### config.mk
export PLATFORM = sky130hd
export DESIGN_NAME = cscr_top
export DESIGN_NICKNAME = d
export VERILOG_FILES = /design/src/rtl/cscr_pkg.sv /design/src/rtl/cscr_wake_if.sv /design/src/rtl/cscr_event_latch.sv /design/src/rtl/cscr_top.sv
export SDC_FILE = /design/constraint.sdc
export NUM_CORES = 1
export LEC_CHECK = 0
export BUFFER_PORTS_ARGS = -buffer_cell sky130_fd_sc_hd__buf_4
export CAP_MARGIN = 20
export CELL_PAD_IN_SITES_DETAIL_PLACEMENT = 0
export CELL_PAD_IN_SITES_GLOBAL_PLACEMENT = 2
export CORE_UTILIZATION = 26
export DETAILED_ROUTE_END_ITERATION = 8
export PLACE_DENSITY_LB_ADDON = 0.1
export SETUP_SLACK_MARGIN = 0.2
export SLEW_MARGIN = 10
export SYNTH_ARGS = -nofsm -noshare
export SYNTH_HDL_FRONTEND = slang
export SYNTH_SLANG_ARGS = --single-unit
### constraint.sdc
create_clock -name clock -period 5.9 [get_ports clock]
set_input_delay 0.295 -clock clock [delete_from_list [all_inputs] [get_ports clock]]
set_output_delay 0.295 -clock clock [all_outputs]
set_load 0.05 [all_outputs]
### src/rtl/cscr_pkg.sv
// Constants, types and helpers shared by the system control register block
package cscr_pkg;

  // Register offsets on the plain register port
  localparam logic [15:0] CSCR_OFF_RSTC = 16'hED0C;
  localparam logic [15:0] CSCR_OFF_SLPC = 16'hED10;
  localparam logic [15:0] CSCR_OFF_CFGC = 16'hED14;

  // Write key of the reset/interrupt control word and what its field reads as
  localparam logic [15:0] CSCR_WRITE_KEY      = 16'h05FA;
  localparam logic [15:0] CSCR_KEY_READ_VALUE = 16'h0000;

  // Field positions
  localparam int CSCR_KEY_LSB       = 16;
  localparam int CSCR_KEY_MSB       = 31;
  localparam int CSCR_BYTE_ORDER    = 15;
  localparam int CSCR_SYSRST_BIT    = 2;
  localparam int CSCR_CLRACT_BIT    = 1;
  localparam int CSCR_WAKE_ANY_BIT  = 4;
  localparam int CSCR_DEEP_BIT      = 2;
  localparam int CSCR_ONEXIT_BIT    = 1;
  localparam int CSCR_STK_ALIGN_BIT = 9;
  localparam int CSCR_UNALIGN_BIT   = 3;
  localparam int CSCR_STS_ALIGN_BIT = 9;

  // Values after reset and fixed read values
  localparam logic        CSCR_BYTE_ORDER_VAL = 1'b0;
  localparam logic        CSCR_SYSRST_RESET   = 1'b0;
  localparam logic        CSCR_SCR_BIT_RESET  = 1'b0;
  localparam logic [8:0]  CSCR_EXC_NUM_RESET  = 9'h000;
  localparam logic [31:0] CSCR_CFG_VALUE      = 32'h0000_0208;
  localparam logic [31:0] CSCR_RDATA_RESET    = 32'h0000_0000;
  localparam logic [31:0] CSCR_SP_RESET       = 32'h0000_0000;

  // Defaults of widths
  localparam int CSCR_IRQ_NUM = 32;

  // Power state of the core
  typedef enum logic [1:0] {
    CSCR_RUN   = 2'b00,
    CSCR_SLEEP = 2'b01,
    CSCR_WEVT  = 2'b10
  } cscr_power_t;

  // Access size codes: byte, half word, word
  localparam logic [1:0] CSCR_SIZE_BYTE = 2'h0;
  localparam logic [1:0] CSCR_SIZE_HALF = 2'h1;

  // Unaligned access check for a size and the low address bits
  function automatic logic cscr_unaligned(input logic [1:0] size, input logic [1:0] addr);
    logic bad;
    bad = 1'b0;
    if (size == CSCR_SIZE_BYTE) begin
      bad = 1'b0;
    end else if (size == CSCR_SIZE_HALF) begin
      bad = addr[0];
    end else begin
      bad = (addr != 2'h0);
    end
    return bad;
  endfunction

endpackage

### src/rtl/cscr_wake_if.sv
// Signals between the control block and its event latch
`timescale 1ns/1ns
interface cscr_wake_if #(parameter int IRQ_NUM = 32);
  logic               wake_any;   // Disabled interrupts may wake too
  logic [IRQ_NUM-1:0] irq_rise;   // Interrupts that just became pending
  logic [IRQ_NUM-1:0] irq_en;     // Interrupt enables
  logic               snd_evt;    // Send-event instruction
  logic               ext_evt;    // Synchronised external event edge
  logic               wev_enter;  // Wait-for-event instruction issued
  logic               waiting;    // Core sits in wait-for-event
  logic               wake;       // Qualifying event while waiting
  logic               consume;    // Latched event eaten by a new wait
  logic               latched;    // An event is held for the next wait

  modport ctrl (output wake_any, irq_rise, irq_en, snd_evt, ext_evt, wev_enter, waiting,
                input  wake, consume, latched);
  modport latch (input  wake_any, irq_rise, irq_en, snd_evt, ext_evt, wev_enter, waiting,
                 output wake, consume, latched);
endinterface

### src/rtl/cscr_event_latch.sv
// Event qualification and the one-deep event latch for wait-for-event
`timescale 1ns/1ns
module cscr_event_latch
  import cscr_pkg::*;
(
  // Clock and reset
  input wire logic clock,
  input wire logic resetn,
  // Link to the control block
  cscr_wake_if.latch wk
);

  logic qualify;
  logic latch_q;
  logic latch_d;

  // Events that may wake the core
  always_comb begin
    qualify = (|(wk.irq_rise & (wk.irq_en | {$bits(wk.irq_en){wk.wake_any}})))
              | wk.snd_evt | wk.ext_evt;
  end

  // Wake when waiting, consume a held event on a new wait
  assign wk.wake    = wk.waiting & qualify;
  assign wk.consume = wk.wev_enter & latch_q;
  assign wk.latched = latch_q;

  // Latch next value; a fresh event wins over the consume
  always_comb begin
    latch_d = latch_q;
    if (wk.consume) begin
      latch_d = 1'b0;
    end
    if (qualify && !wk.waiting) begin
      latch_d = 1'b1;
    end
  end

  // Event latch
  always_ff @(posedge clock or negedge resetn) begin
    if (!resetn) begin
      latch_q <= 1'b0;
    end else begin
      latch_q <= latch_d;
    end
  end

  // An event outside a wait is held; a wait with no fresh event empties the latch
  a_event_held: assert property (@(posedge clock) disable iff (!resetn)
    (qualify && !wk.waiting) |=> wk.latched)
    else $error("event outside wait not held");

  a_latch_consumed: assert property (@(posedge clock) disable iff (!resetn)
    (wk.wev_enter && latch_q && !qualify) |=> !latch_q)
    else $error("held event not consumed by wait");

endmodule // cscr_event_latch

### src/rtl/cscr_top.sv
// System control registers: keyed reset control, sleep control, fixed configuration
// Notes on behaviour
// - Reset control writes need key 0x05FA in bits 31:16; key field reads zero.
// - Byte order bit 15 always reads zero, little-endian.
// - Keyed write of one to bit 2 raises the system reset request.
// - The requested system reset clears the debugger's core-halted flag.
// - Clear-active bit self-clears; only the debug port sets it while halted.
// - Clear-active wipes active exceptions, forces thread mode and exception number zero.
// - Wake-any bit zero: only enabled interrupts or events wake the core.
// - Wake-any bit one: any newly pending interrupt, even disabled, ends a wait-for-event.
// - Qualifying event wakes a waiting core, else is latched for next wait.
// - Send-event instruction or external event also ends the wait.
// - Deep-sleep bit selects ordinary sleep at zero, deep sleep at one.
// - Sleep-after-handler bit one puts core to sleep on return to thread.
// - Stack alignment bit 9 of the configuration word always reads one.
// - Exception entry records alignment padding in bit 9 of saved status.
// - Exception return uses the saved bit to restore stack pointer alignment.
// - Unaligned trap bit reads one; every unaligned access raises hard fault.
`timescale 1ns/1ns
module cscr_top
  import cscr_pkg::*;
#(
  parameter int IRQ_NUM = CSCR_IRQ_NUM
)(
  // Clock and reset
  input  wire logic               clock,
  input  wire logic               resetn,
  // Register port
  input  wire logic [15:0]        reg_addr,
  input  wire logic [31:0]        reg_wdata,
  input  wire logic               reg_write,
  input  wire logic               reg_read,
  input  wire logic               reg_from_debug,
  output logic      [31:0]        reg_rdata_q,
  // Debug and reset handshake
  input  wire logic               core_halted,
  output logic                    sys_reset_req_q,
  output logic                    halt_flag_clear_q,
  output logic                    exc_clear_q,
  // Exception number
  input  wire logic               exc_num_load,
  input  wire logic [8:0]         exc_num_in,
  output logic      [8:0]         exception_number_status_q,
  // Interrupts, events and power
  input  wire logic [IRQ_NUM-1:0] irq_pending,
  input  wire logic [IRQ_NUM-1:0] irq_enable,
  input  wire logic               wait_for_event_instr,
  input  wire logic               send_event_instr,
  input  wire logic               ext_event_pin,
  input  wire logic               sleep_instr,
  input  wire logic               handler_to_thread,
  output logic                    wake_q,
  output logic                    low_power_q,
  output logic                    deep_sleep_q,
  // Stack alignment on exception entry and return
  input  wire logic               exc_entry,
  input  wire logic [31:0]        entry_sp,
  input  wire logic               exc_return,
  input  wire logic [31:0]        return_frame_sp,
  input  wire logic [31:0]        return_saved_sts,
  output logic      [31:0]        frame_sp_q,
  output logic                    saved_align_q,
  output logic      [31:0]        restored_sp_q,
  // Data access alignment check
  input  wire logic               acc_valid,
  input  wire logic [1:0]         acc_size,
  input  wire logic [1:0]         acc_addr_lo,
  output logic                    hard_fault_q
);

  cscr_wake_if #(.IRQ_NUM(IRQ_NUM)) wk ();

  logic               wake_any_pending_q;
  logic               deep_sleep_select_q;
  logic               sleep_after_handler_q;
  logic [IRQ_NUM-1:0] irq_pending_q;
  logic               ext_s1_q;
  logic               ext_s2_q;
  logic               ext_s3_q;
  cscr_power_t        pwr_q;
  cscr_power_t        pwr_d;
  logic               key_ok;
  logic               wr_rstc;
  logic               wr_slpc;
  logic               clr_req;
  logic               sleep_enter;
  logic               wfi_wake;
  logic [31:0]        rd_d;

  // Decode of register writes
  assign key_ok   = (reg_wdata[CSCR_KEY_MSB:CSCR_KEY_LSB] == CSCR_WRITE_KEY);
  assign wr_rstc  = reg_write && (reg_addr == CSCR_OFF_RSTC) && key_ok;
  assign wr_slpc  = reg_write && (reg_addr == CSCR_OFF_SLPC);
  assign clr_req  = wr_rstc && reg_wdata[CSCR_CLRACT_BIT]
                    && reg_from_debug && core_halted;

  // Power control word
  always_ff @(posedge clock or negedge resetn) begin
    if (!resetn) begin
      wake_any_pending_q    <= CSCR_SCR_BIT_RESET;
      deep_sleep_select_q   <= CSCR_SCR_BIT_RESET;
      sleep_after_handler_q <= CSCR_SCR_BIT_RESET;
    end else if (wr_slpc) begin
      wake_any_pending_q    <= reg_wdata[CSCR_WAKE_ANY_BIT];
      deep_sleep_select_q   <= reg_wdata[CSCR_DEEP_BIT];
      sleep_after_handler_q <= reg_wdata[CSCR_ONEXIT_BIT];
    end
  end

  // Reset request held until the outer system resets this block
  always_ff @(posedge clock or negedge resetn) begin
    if (!resetn) begin
      sys_reset_req_q   <= CSCR_SYSRST_RESET;
      halt_flag_clear_q <= 1'b0;
    end else begin
      halt_flag_clear_q <= 1'b0;
      if (wr_rstc && reg_wdata[CSCR_SYSRST_BIT]) begin
        sys_reset_req_q   <= 1'b1;
        halt_flag_clear_q <= !sys_reset_req_q;
      end
    end
  end

  // Clear-active pulse, self-clearing after one cycle
  always_ff @(posedge clock or negedge resetn) begin
    if (!resetn) begin
      exc_clear_q <= 1'b0;
    end else begin
      exc_clear_q <= clr_req;
    end
  end

  // Exception number; the clear forces zero and thread mode
  always_ff @(posedge clock or negedge resetn) begin
    if (!resetn) begin
      exception_number_status_q <= CSCR_EXC_NUM_RESET;
    end else if (clr_req) begin
      exception_number_status_q <= CSCR_EXC_NUM_RESET;
    end else if (exc_num_load) begin
      exception_number_status_q <= exc_num_in;
    end
  end

  // External event pin synchroniser and edge stage
  always_ff @(posedge clock or negedge resetn) begin
    if (!resetn) begin
      ext_s1_q <= 1'b0;
      ext_s2_q <= 1'b0;
      ext_s3_q <= 1'b0;
    end else begin
      ext_s1_q <= ext_event_pin;
      ext_s2_q <= ext_s1_q;
      ext_s3_q <= ext_s2_q;
    end
  end

  // Previous pending state for rising detection
  always_ff @(posedge clock or negedge resetn) begin
    if (!resetn) begin
      irq_pending_q <= '0;
    end else begin
      irq_pending_q <= irq_pending;
    end
  end

  // Signals toward the event latch
  assign wk.wake_any  = wake_any_pending_q;
  assign wk.irq_rise  = irq_pending & ~irq_pending_q;
  assign wk.irq_en    = irq_enable;
  assign wk.snd_evt   = send_event_instr;
  assign wk.ext_evt   = ext_s2_q & ~ext_s3_q;
  assign wk.wev_enter = wait_for_event_instr && (pwr_q == CSCR_RUN);
  assign wk.waiting   = (pwr_q == CSCR_WEVT);

  cscr_event_latch u_event_latch (
    .clock  (clock),
    .resetn (resetn),
    .wk     (wk)
  );

  // Sleep entry and wake from ordinary sleep
  assign sleep_enter = sleep_instr || (handler_to_thread && sleep_after_handler_q);
  assign wfi_wake    = |(irq_pending & irq_enable);

  // Power state next value
  always_comb begin
    pwr_d = pwr_q;
    case (pwr_q)
      CSCR_RUN: begin
        if (wk.wev_enter && !wk.consume) begin
          pwr_d = CSCR_WEVT;
        end else if (sleep_enter) begin
          pwr_d = CSCR_SLEEP;
        end
      end
      CSCR_SLEEP: begin
        if (wfi_wake) begin
          pwr_d = CSCR_RUN;
        end
      end
      CSCR_WEVT: begin
        if (wk.wake) begin
          pwr_d = CSCR_RUN;
        end
      end
      default: begin
        pwr_d = CSCR_RUN;
      end
    endcase
  end

  // Power state and its outputs
  always_ff @(posedge clock or negedge resetn) begin
    if (!resetn) begin
      pwr_q        <= CSCR_RUN;
      low_power_q  <= 1'b0;
      deep_sleep_q <= 1'b0;
      wake_q       <= 1'b0;
    end else begin
      pwr_q        <= pwr_d;
      low_power_q  <= (pwr_d != CSCR_RUN);
      deep_sleep_q <= (pwr_d != CSCR_RUN) && deep_sleep_select_q;
      wake_q       <= (pwr_q != CSCR_RUN) && (pwr_d == CSCR_RUN) || wk.consume;
    end
  end

  // Stack alignment on entry and restore on return
  always_ff @(posedge clock or negedge resetn) begin
    if (!resetn) begin
      frame_sp_q    <= CSCR_SP_RESET;
      saved_align_q <= 1'b0;
      restored_sp_q <= CSCR_SP_RESET;
    end else begin
      if (exc_entry) begin
        frame_sp_q    <= {entry_sp[31:3], 3'h0};
        saved_align_q <= entry_sp[2];
      end
      if (exc_return) begin
        restored_sp_q <= {return_frame_sp[31:3],
                          return_saved_sts[CSCR_STS_ALIGN_BIT],
                          return_frame_sp[1:0]};
      end
    end
  end

  // Unaligned data accesses always trap
  always_ff @(posedge clock or negedge resetn) begin
    if (!resetn) begin
      hard_fault_q <= 1'b0;
    end else begin
      hard_fault_q <= acc_valid && cscr_unaligned(acc_size, acc_addr_lo);
    end
  end

  // Read data multiplexer
  always_comb begin
    rd_d = CSCR_RDATA_RESET;
    if (reg_read) begin
      case (reg_addr)
        CSCR_OFF_RSTC: begin
          rd_d[CSCR_KEY_MSB:CSCR_KEY_LSB] = CSCR_KEY_READ_VALUE;
          rd_d[CSCR_BYTE_ORDER]           = CSCR_BYTE_ORDER_VAL;
          rd_d[CSCR_SYSRST_BIT]           = sys_reset_req_q;
        end
        CSCR_OFF_SLPC: begin
          rd_d[CSCR_WAKE_ANY_BIT] = wake_any_pending_q;
          rd_d[CSCR_DEEP_BIT]     = deep_sleep_select_q;
          rd_d[CSCR_ONEXIT_BIT]   = sleep_after_handler_q;
        end
        CSCR_OFF_CFGC: begin
          rd_d = CSCR_CFG_VALUE;
        end
        default: begin
          rd_d = CSCR_RDATA_RESET;
        end
      endcase
    end
  end

  // Read data register, valid in the cycle after the strobe
  always_ff @(posedge clock or negedge resetn) begin
    if (!resetn) begin
      reg_rdata_q <= CSCR_RDATA_RESET;
    end else begin
      reg_rdata_q <= rd_d;
    end
  end

  // Checks on the behaviour above
  a_key_guard: assert property (@(posedge clock) disable iff (!resetn)
    (reg_write && reg_addr == CSCR_OFF_RSTC && !key_ok && !sys_reset_req_q)
    |=> !sys_reset_req_q)
    else $error("write with bad key took effect");

  a_byte_order: assert property (@(posedge clock) disable iff (!resetn)
    (reg_read && reg_addr == CSCR_OFF_RSTC) |=> !reg_rdata_q[CSCR_BYTE_ORDER])
    else $error("byte order bit read nonzero");

  a_reset_request: assert property (@(posedge clock) disable iff (!resetn)
    (reg_write && reg_addr == CSCR_OFF_RSTC && key_ok && reg_wdata[CSCR_SYSRST_BIT])
    |=> sys_reset_req_q [*2])
    else $error("reset request not raised and held");

  a_halt_clear: assert property (@(posedge clock) disable iff (!resetn)
    $rose(sys_reset_req_q) |-> halt_flag_clear_q)
    else $error("halt flag not cleared with reset request");

  a_clear_source: assert property (@(posedge clock) disable iff (!resetn)
    exc_clear_q |-> $past(reg_from_debug && core_halted) ##1 (!exc_clear_q || $past(clr_req)))
    else $error("clear-active set outside halted debug or stuck");

  a_clear_effect: assert property (@(posedge clock) disable iff (!resetn)
    exc_clear_q |-> (exception_number_status_q == CSCR_EXC_NUM_RESET))
    else $error("exception number not zero after clear");

  a_disabled_ignored: assert property (@(posedge clock) disable iff (!resetn)
    (pwr_q == CSCR_WEVT && !wake_any_pending_q && ((wk.irq_rise & irq_enable) == '0)
     && !send_event_instr && !wk.ext_evt) |=> (pwr_q == CSCR_WEVT))
    else $error("woke on disabled interrupt");

  a_any_pending_wake: assert property (@(posedge clock) disable iff (!resetn)
    (pwr_q == CSCR_WEVT && wake_any_pending_q && (|wk.irq_rise))
    |=> (pwr_q == CSCR_RUN) && wake_q)
    else $error("no wake on pending interrupt");

  a_exit_sleep: assert property (@(posedge clock) disable iff (!resetn)
    (pwr_q == CSCR_RUN && handler_to_thread && sleep_after_handler_q && !wait_for_event_instr)
    |=> low_power_q && (deep_sleep_q == $past(deep_sleep_select_q)))
    else $error("no sleep on return to thread");

  a_deep_level: assert property (@(posedge clock) disable iff (!resetn)
    deep_sleep_q |-> low_power_q)
    else $error("deep sleep outside low power");

  a_unaligned_fault: assert property (@(posedge clock) disable iff (!resetn)
    (acc_valid && acc_size == CSCR_SIZE_HALF && acc_addr_lo[0]) |=> hard_fault_q)
    else $error("unaligned access without fault");

  a_config_word: assert property (@(posedge clock) disable iff (!resetn)
    (reg_read && reg_addr == CSCR_OFF_CFGC) |=> reg_rdata_q[CSCR_STK_ALIGN_BIT]
    && reg_rdata_q[CSCR_UNALIGN_BIT])
    else $error("configuration word fixed bits wrong");

endmodule // cscr_top

=== Yosys cells after proc, flatten, opt, wreduce, memory -nomap -nowiden ===
Cells that the tools add are included.

* Bits in writable memories: 0
* Register bits after elaboration: 129
* Memories kept: 0
* ROM bits: 0
* Output and inout bits: 113
* Input port bits: 236
* Bits in latches: 0

* Multipliers: 0
* Bitwise logic cells: 11
* Reductions and logical operators: 29
* Eq/ne operators: 7
* Add/subtract/negate cells: 0
* Div/mod/pow operators: 0
* Multiplexer cells: 18
* $lt $le $gt $ge: 0
* Shift-type cells: 0

{| class="wikitable"
|+ Operator list
! kind !! count
|-
| $and A32 B32 Y32 || 3
|-
| $reduce_or A32 Y1 || 2
|-
| $eq A16 B16 Y1 const B || 3
|-
| $not A32 Y32 || 1
|-
| $or A32 B32 Y32 || 1
|-
| $mux W9 || 2
|-
| $eq A16 B11 Y1 const B || 1
|-
| $logic_and A1 B1 Y1 || 14
|-
| $mux W10 || 1
|-
| $reduce_bool A2 Y1 || 5
|-
| $mux W1 || 8
|-
| $mux W2 || 4
|-
| $logic_not A2 Y1 || 3
|-
| $pmux W2 S3 || 1
|-
| $mux W5 || 1
|-
| $eq A2 B1 Y1 const B || 2
|-
| $and A1 B1 Y1 || 3
|-
| $logic_not A1 Y1 || 3
|-
| $eq A2 B2 Y1 const B || 1
|-
| $logic_or A1 B1 Y1 || 2
|-
| $or A1 B1 Y1 || 2
|-
| $pmux W1 S2 || 1
|-
| $not A1 Y1 || 1
|}

=== Depth between registers and ports, before layout ===
Gate-level depths: netlist of run 1.

* Depth in word-level cells: 12
* Gate-level depth with buffers: 7
* Mapped depth without buffers: 6

=== Hierarchy ===
From an unflattened synthesis of run 1, not the netlist that was laid out.

* Cells, all modules: 389
* Area total of the unflattened synthesis: 5235.0 um^2

{| class="wikitable"
|+ By module, submodules not included
! module !! area an instance (um^2) !! cells each !! times used
|-
| cscr_top || 4936.0 || 353 || 1
|-
| cscr_event_latch || 299.0 || 36 || 1
|}

=== Worst setup path after synthesis of run 1 ===
Ideal clock, no wire load.

* Path kind: in2reg
* Start: input port reg_addr[1]
* End: register exception_number_status_q[0]
* Arrival time: 1.853 ns
* Path slack: 3.927 ns
* Data required time: 5.780 ns
* Path buffers: 1
* Cell stages on the path: 7
* Cells stage by stage: or4_1 nor4_1 nand2_1 and4bb_1 and4_1 buf_4 nor2_1

* Longest elaborated chain between the ends: 7
* Elaborated cells on any way between the ends: 8
* Classes of those cells: eq/ne (1); mux (1); reduce/logical (6)

{| class="wikitable"
|+ Ends and longest elaborated chain
! element !! RTL line !! text
|-
| start: declaration || cscr_top.sv:29 || <nowiki>input wire logic [15:0] reg_addr,</nowiki>
|-
| $eq A16 B16 Y1 * || cscr_top.sv:92 || <nowiki>assign wr_rstc = reg_write && (reg_addr == CSCR_OFF_RSTC) && key_ok;</nowiki>
|-
| $logic_and A1 B1 Y1 * (2 in a row) || cscr_top.sv:92 ||
|-
| $logic_and A1 B1 Y1 * || cscr_top.sv:94 || <nowiki>assign clr_req = wr_rstc && reg_wdata[CSCR_CLRACT_BIT]</nowiki>
|-
| $logic_and A1 B1 Y1 * (2 in a row) || cscr_top.sv:95 || <nowiki>&& reg_from_debug && core_halted;</nowiki>
|-
| named net clr_req || cscr_top.sv:85 || <nowiki>logic clr_req;</nowiki>
|-
| $mux W9 or $reduce_bool A2 Y1 (tied branches) || -- ||
|-
| end signal: assignment || cscr_top.sv:140 || <nowiki>exception_number_status_q <= exc_num_in;</nowiki>
|-
| end: declaration || cscr_top.sv:43 || <nowiki>output logic [8:0] exception_number_status_q,</nowiki>
|}

Mark *: on every way through the listed nets, which the timed path passes. The rest lies on a longest branch.
A chain may end at the register's enable or synchronous reset.

=== Worst setup path in the final report of run 1 ===
* Start: input port irq_pending[3]
* End: register deep_sleep_q

* Longest elaborated chain between the ends: 10
* Elaborated cells on any way between the ends: 13
* Classes of those cells: mux (3); bitwise (6); reduce/logical (4)

{| class="wikitable"
|+ Ends and longest elaborated chain
! element !! RTL line !! text
|-
| start: declaration || cscr_top.sv:45 || <nowiki>input wire logic [IRQ_NUM-1:0] irq_pending,</nowiki>
|-
| $and A32 B32 Y32 || cscr_top.sv:168 || <nowiki>assign wk.irq_rise = irq_pending & ~irq_pending_q;</nowiki>
|-
| $and A32 B32 Y32 || cscr_event_latch.sv:19 || <nowiki>qualify = (|(wk.irq_rise & (wk.irq_en | {$bits(wk.irq_en){wk.wake_any}})))</nowiki>
|-
| $reduce_or A32 Y1 || cscr_event_latch.sv:19 ||
|-
| $or A1 B1 Y1 (2 in a row) || cscr_event_latch.sv:20 || <nowiki>| wk.snd_evt | wk.ext_evt;</nowiki>
|-
| $and A1 B1 Y1 || cscr_event_latch.sv:24 || <nowiki>assign wk.wake = wk.waiting & qualify;</nowiki>
|-
| $mux W2 || cscr_top.sv:202 || <nowiki>if (wk.wake) begin</nowiki>
|-
| $pmux W2 S3 * || cscr_top.sv:188 || <nowiki>case (pwr_q)</nowiki>
|-
| $reduce_bool A2 Y1 * || cscr_top.sv:222 || <nowiki>deep_sleep_q <= (pwr_d != CSCR_RUN) && deep_sleep_select_q;</nowiki>
|-
| $logic_and A1 B1 Y1 * || cscr_top.sv:222 ||
|-
| end signal: assignment || cscr_top.sv:222 ||
|-
| end: declaration || cscr_top.sv:54 || <nowiki>output logic deep_sleep_q,</nowiki>
|}

Mark *: on every way between the ends. The rest lies on a longest branch, timed or not.

==> metrics.txt, run 1 <==
status finished, final reports clean; Fmax achieved 398 MHz; largest area contributor in the netlist dfrtp_1; design area 0.00833 mm²; CTS Buf Count 17; # fillers 1930; CP max FO 4; Top FF cell, synth dfrtp_1; Worst-path clk slew 50 ps; Synth Area in Adders 0%; syn_area_per_cell 13.0 µm²; Clock Skews 9.38 ps; Max Slew Vio Count 0; initial antenna violation count 0; WP data required 6200 ps; full die area 0.0209 mm²; Top Ports 349; Syn Inst Count 408; Vias 4202; min-delay src irq_pending[23]; CTS H-Tree Depth 4; Core Footprint 0.0197 mm²; share of the synthesized area in the top cell type 58.2%; CP startpoint irq_pending[3]; cell row count 51; flop-to-flop setup slack 3620 ps; P&R area growth vs syn 57.5%; MaxCap Viol Count 0; Power Density 307 mW/mm²; worst slack, placed 3370 ps; GP Congestion 0.741; worst-case clock buffer depth 2; GRT Resource Usage Total 14.6%; drt pass-1 iters 6; top-count cell post-synth dfrtp_1; period utilization 42.6%; Seq cells post-synth 123; IO buf count 271; Post-DRT Antenna Nets 0; Rel. slew slack 44.9%; critical path endpoint category flop; n_diodes 0; Worst Setup Path Type in -> reg; largest family of logic cells by synthesized area multiplexers; Worst EP arrival 2820 ps; Die Ht 145 µm; DRC 0; most instantiated cells after synthesis dfrtp_1 (123), mux2_2 (65), buf_4 (32); Async S/R FF share, synth 100%; first-pass GRT wire length 22600 µm; CTS Root Cell clkbuf_16; final hold vios 0; synth unique cells 53; Worst Tran Pin Value 826 ps; Post-DP HPWL 12100 µm; worst r2r src irq_pending_q[3]; Fin Setup TNS 0 ps; Final setup viols 0; post-route minimum period 2520 ps; vias in the first global route 4112; routed wire length 15400 µm; post-route setup slack 3380 ps; Cell Area, Synth 0.00529 mm²; post-synthesis mux area share 15.5%; Pleak 0.00401 µW; grt total ovfl 0; min-delay worst type in -> reg; Reg2Reg Capture Point deep_sleep_q; Power Total 2560 µW; CP endpoint deep_sleep_q; layout cell share with drive strength beyond 1 52.1%; post-synthesis xor/xnor area fraction 0%; compound-gate portion of the synthesized area 7.76%; Starting Density 26.8%; final net count 946; number of flops mapped to enable cells by yosys 0; largest net degree at the start of global routing 64; DR WL/cell 15.6 µm; Startpoint Class primary input; post-synthesis sequential area ratio 58.2%; 1st-iter DRT viols 150; simple-gate area share of the yosys netlist 11.7%; Synth warnings 0; top post-synthesis cells by area dfrtp_1 (58%), mux2_2 (14%), buf_4 (4.5%); CTS tree yes; placed cell area 0.00750 mm²; Die X 145 µm; Worst R2R Path Depth 6; Clk Latency, worst-skew pair 410 ps; Vias/cell 4.25; CTS sink cnt 123; RSZ-0062 raised after global routing false; Peak VDD IR 0.179 mV
repair_timing:
item,4_1_cts,5_1_grt
hold buffers,17,6
gates resized for setup,0,0
endpoints found under the hold margin,18,6
buffers inserted,0,0
registers in the layout, summed over array words and instances, names as in the netlist, 2 cells and up:
name / cells
irq_pending_q: 32
restored_sp_q: 32
frame_sp_q: 29
exception_number_status_q: 9
reg_rdata_q: 4
pwr_q: 2
worst max-delay path, cell delays in order:
cell and delay [ps]:
dlygate4sd3_1 540, buf_4 150, and3b_1 160, a2111oi_0 520, nand4_1 200, nand4b_1 270, or3_4 400, a221oi_2 280
cell type report:
class                      count  area [µm²]  area share (%)
clock inverter                11         143            1.71
tap                          265         332            3.98
clock buffer                  21         460            5.53
sequential                   123        3080            36.9
multi-input combinational    251        1960            23.6
inverter                      22        82.6           0.991
timing repair buffer         295        2270            27.3
metrics by stage:
stage                     hold slack, ps  util [%]  std cells
after detailed placement             345      38.0        933
after CTS                          0.111      42.0        982
after global placement               337      38.0        933
final                               21.1      42.3        988
after global routing                2.64      42.3        988
after floorplan                   -0.591         -        437
layout by cell type, fill, tap and decap left out, types with 3 or more instances in the layout:
cell type / instances
a21oi_1: 4
mux2i_1: 9
nor2b_1: 10
nand2_1: 10
bufinv_16: 3
o2111ai_1: 4
nor4_1: 3
and3b_1: 3
clkinv_2: 4
nor3_1: 3
conb_1: 30
nand4_1: 5
nand3b_1: 15
mux2_2: 65
nor2_1: 17
clkbuf_16: 17
dlygate4sd3_1: 23
o22ai_1: 5
nand3_1: 4
dfrtp_1: 123
a22oi_1: 13
a22o_1: 4
buf_4: 272
inv_1: 21
nand2b_1: 7
cell families after synthesis:
| kind of cell | Yosys count |
|---|---|
| compound gates | 50 |
| mux | 74 |
| other cells | 1 |
| simple gates | 97 |
| buf+inv | 63 |
| flops | 123 |
where the power goes:
group          switching (µW)  leakage [µW]  internal [µW]
logic                     342       0.00225            219
registers                29.6       0.00146            907
clock network             375      0.000293            686
total                     747       0.00401           1810
per-layer routing:
metal,up-vias,GRT usage [%],part of all wire [%]
met5,-,0,0
met4,0,4.32,0.84
met3,8,4.83,7.6
met2,173,23.9,49
met1,2002,18.2,43
li1,2019,-,-
worst min-delay path by stage:
stage | end | slack [ps] | depth (start not counted)
global route | irq_pending_q[10] | 3 | 1
CTS | irq_pending_q[7] | 0.1 | 1
floorplan | deep_sleep_q | -0.6 | 0
finish | irq_pending_q[23] | 20 | 1
detailed placement | ext_s2_q | 340 | 0
global placement | ext_s2_q | 340 | 0
Power figures use the tool's default switching activity.
==> inputs of run 2 (changes only) <==
ABC_AREA = 1   (was unset)
CORE_UTILIZATION = 23   (was 26)
clock period = 2.6 ns   (was 5.9 ns; I/O delays follow)
==> metrics.txt, run 2 <==
Worst Tran Pin Value 644 ps (-182 ps); Vias/cell 3.86 (-9.3%); Top FF cell, synth dfrtp_1; layout cell share with drive strength beyond 1 40.2% (-12 points); Min-Delay Endpoint exception_number_status_q[2]; worst-case clock buffer depth 2 (unchanged); Fmax achieved 540 MHz; final net count 1178 (+25%); Clock Skews 11.1 ps (+1.67 ps); worst r2r src wake_any_pending_q; CTS H-Tree Depth 4 (unchanged); grt total ovfl 0 (unchanged); P&R area growth vs syn 73.1%; Post-DRT Antenna Nets 0 (unchanged); Worst R2R Path Depth 10 (+4); Post-CTS Setup Bufs 0 (unchanged); Peak VDD IR 0.370 mV (+110%); design area 0.00950 mm² (+14%); Syn Inst Count 551 (+35%); min-delay src exc_num_in[2]; Die X 156 µm (+8.2%); post-synthesis mux area share 14.6% (-0.97 points); period utilization 71.3%; Reg2Reg Capture Point wake_q; Worst Setup Path Type in -> reg; post-synthesis xor/xnor area fraction 0% (unchanged); post-synthesis sequential area ratio 56.1% (-2.1 points); initial antenna violation count 1 (+1); compound-gate portion of the synthesized area 2.23% (-5.5 points); CTS Buf Count 17 (unchanged); Startpoint Class primary input; MaxCap Viol Count 0 (unchanged); post-route core utilization 40.6% (-1.7 points); Die Ht 156 µm (+8.2%); DRC 0 (unchanged); number of flops mapped to enable cells by yosys 0 (unchanged); Seq cells post-synth 123 (unchanged); DR WL/cell 13.7 µm (-12%); Starting Density 23.4% (-3.4 points); top-count cell post-synth nand2_1; Worst path most repeated cell dlygate4sd3_1; synth unique cells 29 (-45%); CP max FO 3 (-1); GRT Resource Usage Total 14.5% (-0.16 points); largest area contributor in the netlist dfrtp_1; critical path endpoint category flop; most instantiated cells after synthesis nand2_1 (128), dfrtp_1 (123), inv_1 (72); full die area 0.0245 mm² (+17%); Top Registers irq_pending_q (32), restored_sp_q (32), frame_sp_q (29); routed wire length 17500 µm (+14%); Power Density 633 mW/mm² (+110%); Core Footprint 0.0234 mm² (+19%); Pleak 0.00481 µW (+20%); GP Congestion 0.766 (+3.3%); commonest non-fill, non-tap cell in the layout buf_4; Fin Setup TNS 0 ps (unchanged); Rel. slew slack 57.1% (+12 points); CTS sink cnt 123 (unchanged); IO buf count 271 (unchanged); Synth Area in Adders 0% (unchanged); Synth warnings 0 (unchanged); Top Ports 349 (unchanged); hold depth 4 (+3); # fillers 2361 (+22%); DP Cell Count 1131 (+21%); Vias 4916 (+17%); CP Cell Sequence dlygate4sd3_1 > buf_4 > inv_1 > nor2_1 > nand3_1 > dlygate4sd3_1 > nor2_1 > dlygate4sd3_1; Final Non-Filler Cells 1275 (+29%); Final setup viols 0 (unchanged); post-route minimum period 1850 ps; min-delay worst type in -> reg; drt pass-1 iters 4 (-2); largest family of logic cells by synthesized area simple AND/OR/NAND/NOR gates; Clk Latency, worst-skew pair 410 ps (about the same); Worst EP arrival 2140 ps (-680 ps); cell row count 56 (+9.8%); Seq. cell area 0.00308 mm² (unchanged); commonest cells after routing, fill and taps aside buf_4 (273), nand2_1 (128), dfrtp_1 (123); status finished, final reports clean; vias in the first global route 5067 (+23%); Cell Area, Synth 0.00549 mm² (+3.7%); placed cell area 0.00777 mm² (+3.6%); CTS Root Cell clkbuf_16; CP peak stage delay 550 ps (about the same); area of the multi-input gates 0.00195 mm² (-0.96%); WP data required 2890 ps (-3310 ps); RSZ-0062 raised after global routing false; first-pass GRT wire length 26700 µm (+18%); flop-to-flop setup slack 870 ps (-2750 ps); top post-synthesis cells by area dfrtp_1 (56%), mux2_2 (14%), nand2_1 (8.8%); 1st-iter DRT viols 164 (+9.3%); Async S/R FF share, synth 100% (unchanged); final hold vios 0 (unchanged); largest net degree at the start of global routing 53 (-17%); Max Slew Vio Count 0 (unchanged); CTS tree yes; Post-DP HPWL 12900 µm (+7.2%); simple-gate area share of the yosys netlist 16.6% (+4.9 points); Worst-path clk slew 60 ps (about the same); syn_area_per_cell 9.96 µm² (-23%); Crit-path slowest cell dlygate4sd3_1; share of the synthesized area in the top cell type 56.1% (-2.1 points)
run 2: cell count changes in the layout (fill, tap and decap cells not counted), moves of 10 or more:
cell           previous run  this run
a22oi_1                  13         0
dlygate4sd3_1            23       111
inv_1                    21        72
nand2_1                  10       128
nand3_1                   4        14
nand3b_1                 15         2
nor2_1                   17        58
nor2b_1                  10         0
run 2: power breakdown:
group	switching [µW]	internal [µW]
clock network	954	1530
registers	64.0	2060
logic	824	576
run 2: routing by layer:
metal / vias up / track usage [%] / part of all wire, %
met1: 2282 / 17.1 / 43
met2: 177 / 25.8 / 51
met4: 0 / 3.78 / 0.76
met5: - / 0 / 0
li1: 2448 / - / -
met3: 9 / 3.79 / 6.0
run 2: how the worst max path moves through the flow:
| stage | slack [ps] | to | depth (start not counted) | from |
|---|---|---|---|---|
| floorplan | 1240 | wake_q | 9 | wake_any_pending_q |
| global placement | 820 | wake_q | 10 | wake_any_pending_q |
| detailed placement | 810 | wake_q | 10 | wake_any_pending_q |
| CTS | 770 | reg_rdata_q[3] | 8 | reg_read |
| global route | 630 | deep_sleep_q | 11 | wake_any_pending_q |
| finish | 750 | reg_rdata_q[3] | 8 | reg_read |
run 2: cell type report:
| cell class | count | area share [%] |
|---|---|---|
| clock inverters | 14 | 1.95 |
| repair buffers | 385 | 33.5 |
| inverters | 74 | 2.92 |
| diodes | 1 | 0.0263 |
| well taps | 319 | 4.20 |
| clock buffers | 18 | 4.52 |
| multi-input cells | 341 | 20.5 |
| flip-flops and latches | 123 | 32.4 |
run 2: critical path, delay by kind of cell:
kind | cells | cell delay (ps)
and+or+nand+nor | 3 | 150
buffers and inverters | 5 | 1860
run 2: logic make-up (layout without fill, tap and decap cells):
family | after synthesis | in the layout
AOI/OAI and AO/OA | 20 | 20
DFF | 123 | 123
other | 1 | 31
muxes | 71 | 71
and+or+nand+nor | 220 | 220
buffers and inverters | 116 | 491
run 2: what timing repair did:
item | CTS | global route
resized for setup | 0 | 0
endpoints found under the hold margin | 154 | 0
hold buffers | 111 | 0
run 2: stage by stage:
step	setup slack (ps)	hold slack [ps]	power, µW
global route	629	27.7	6290
finish	747	40.0	6010
floorplan	1240	-166	2920
detailed placement	814	199	3440
CTS	771	17.7	6120
global placement	815	191	3430
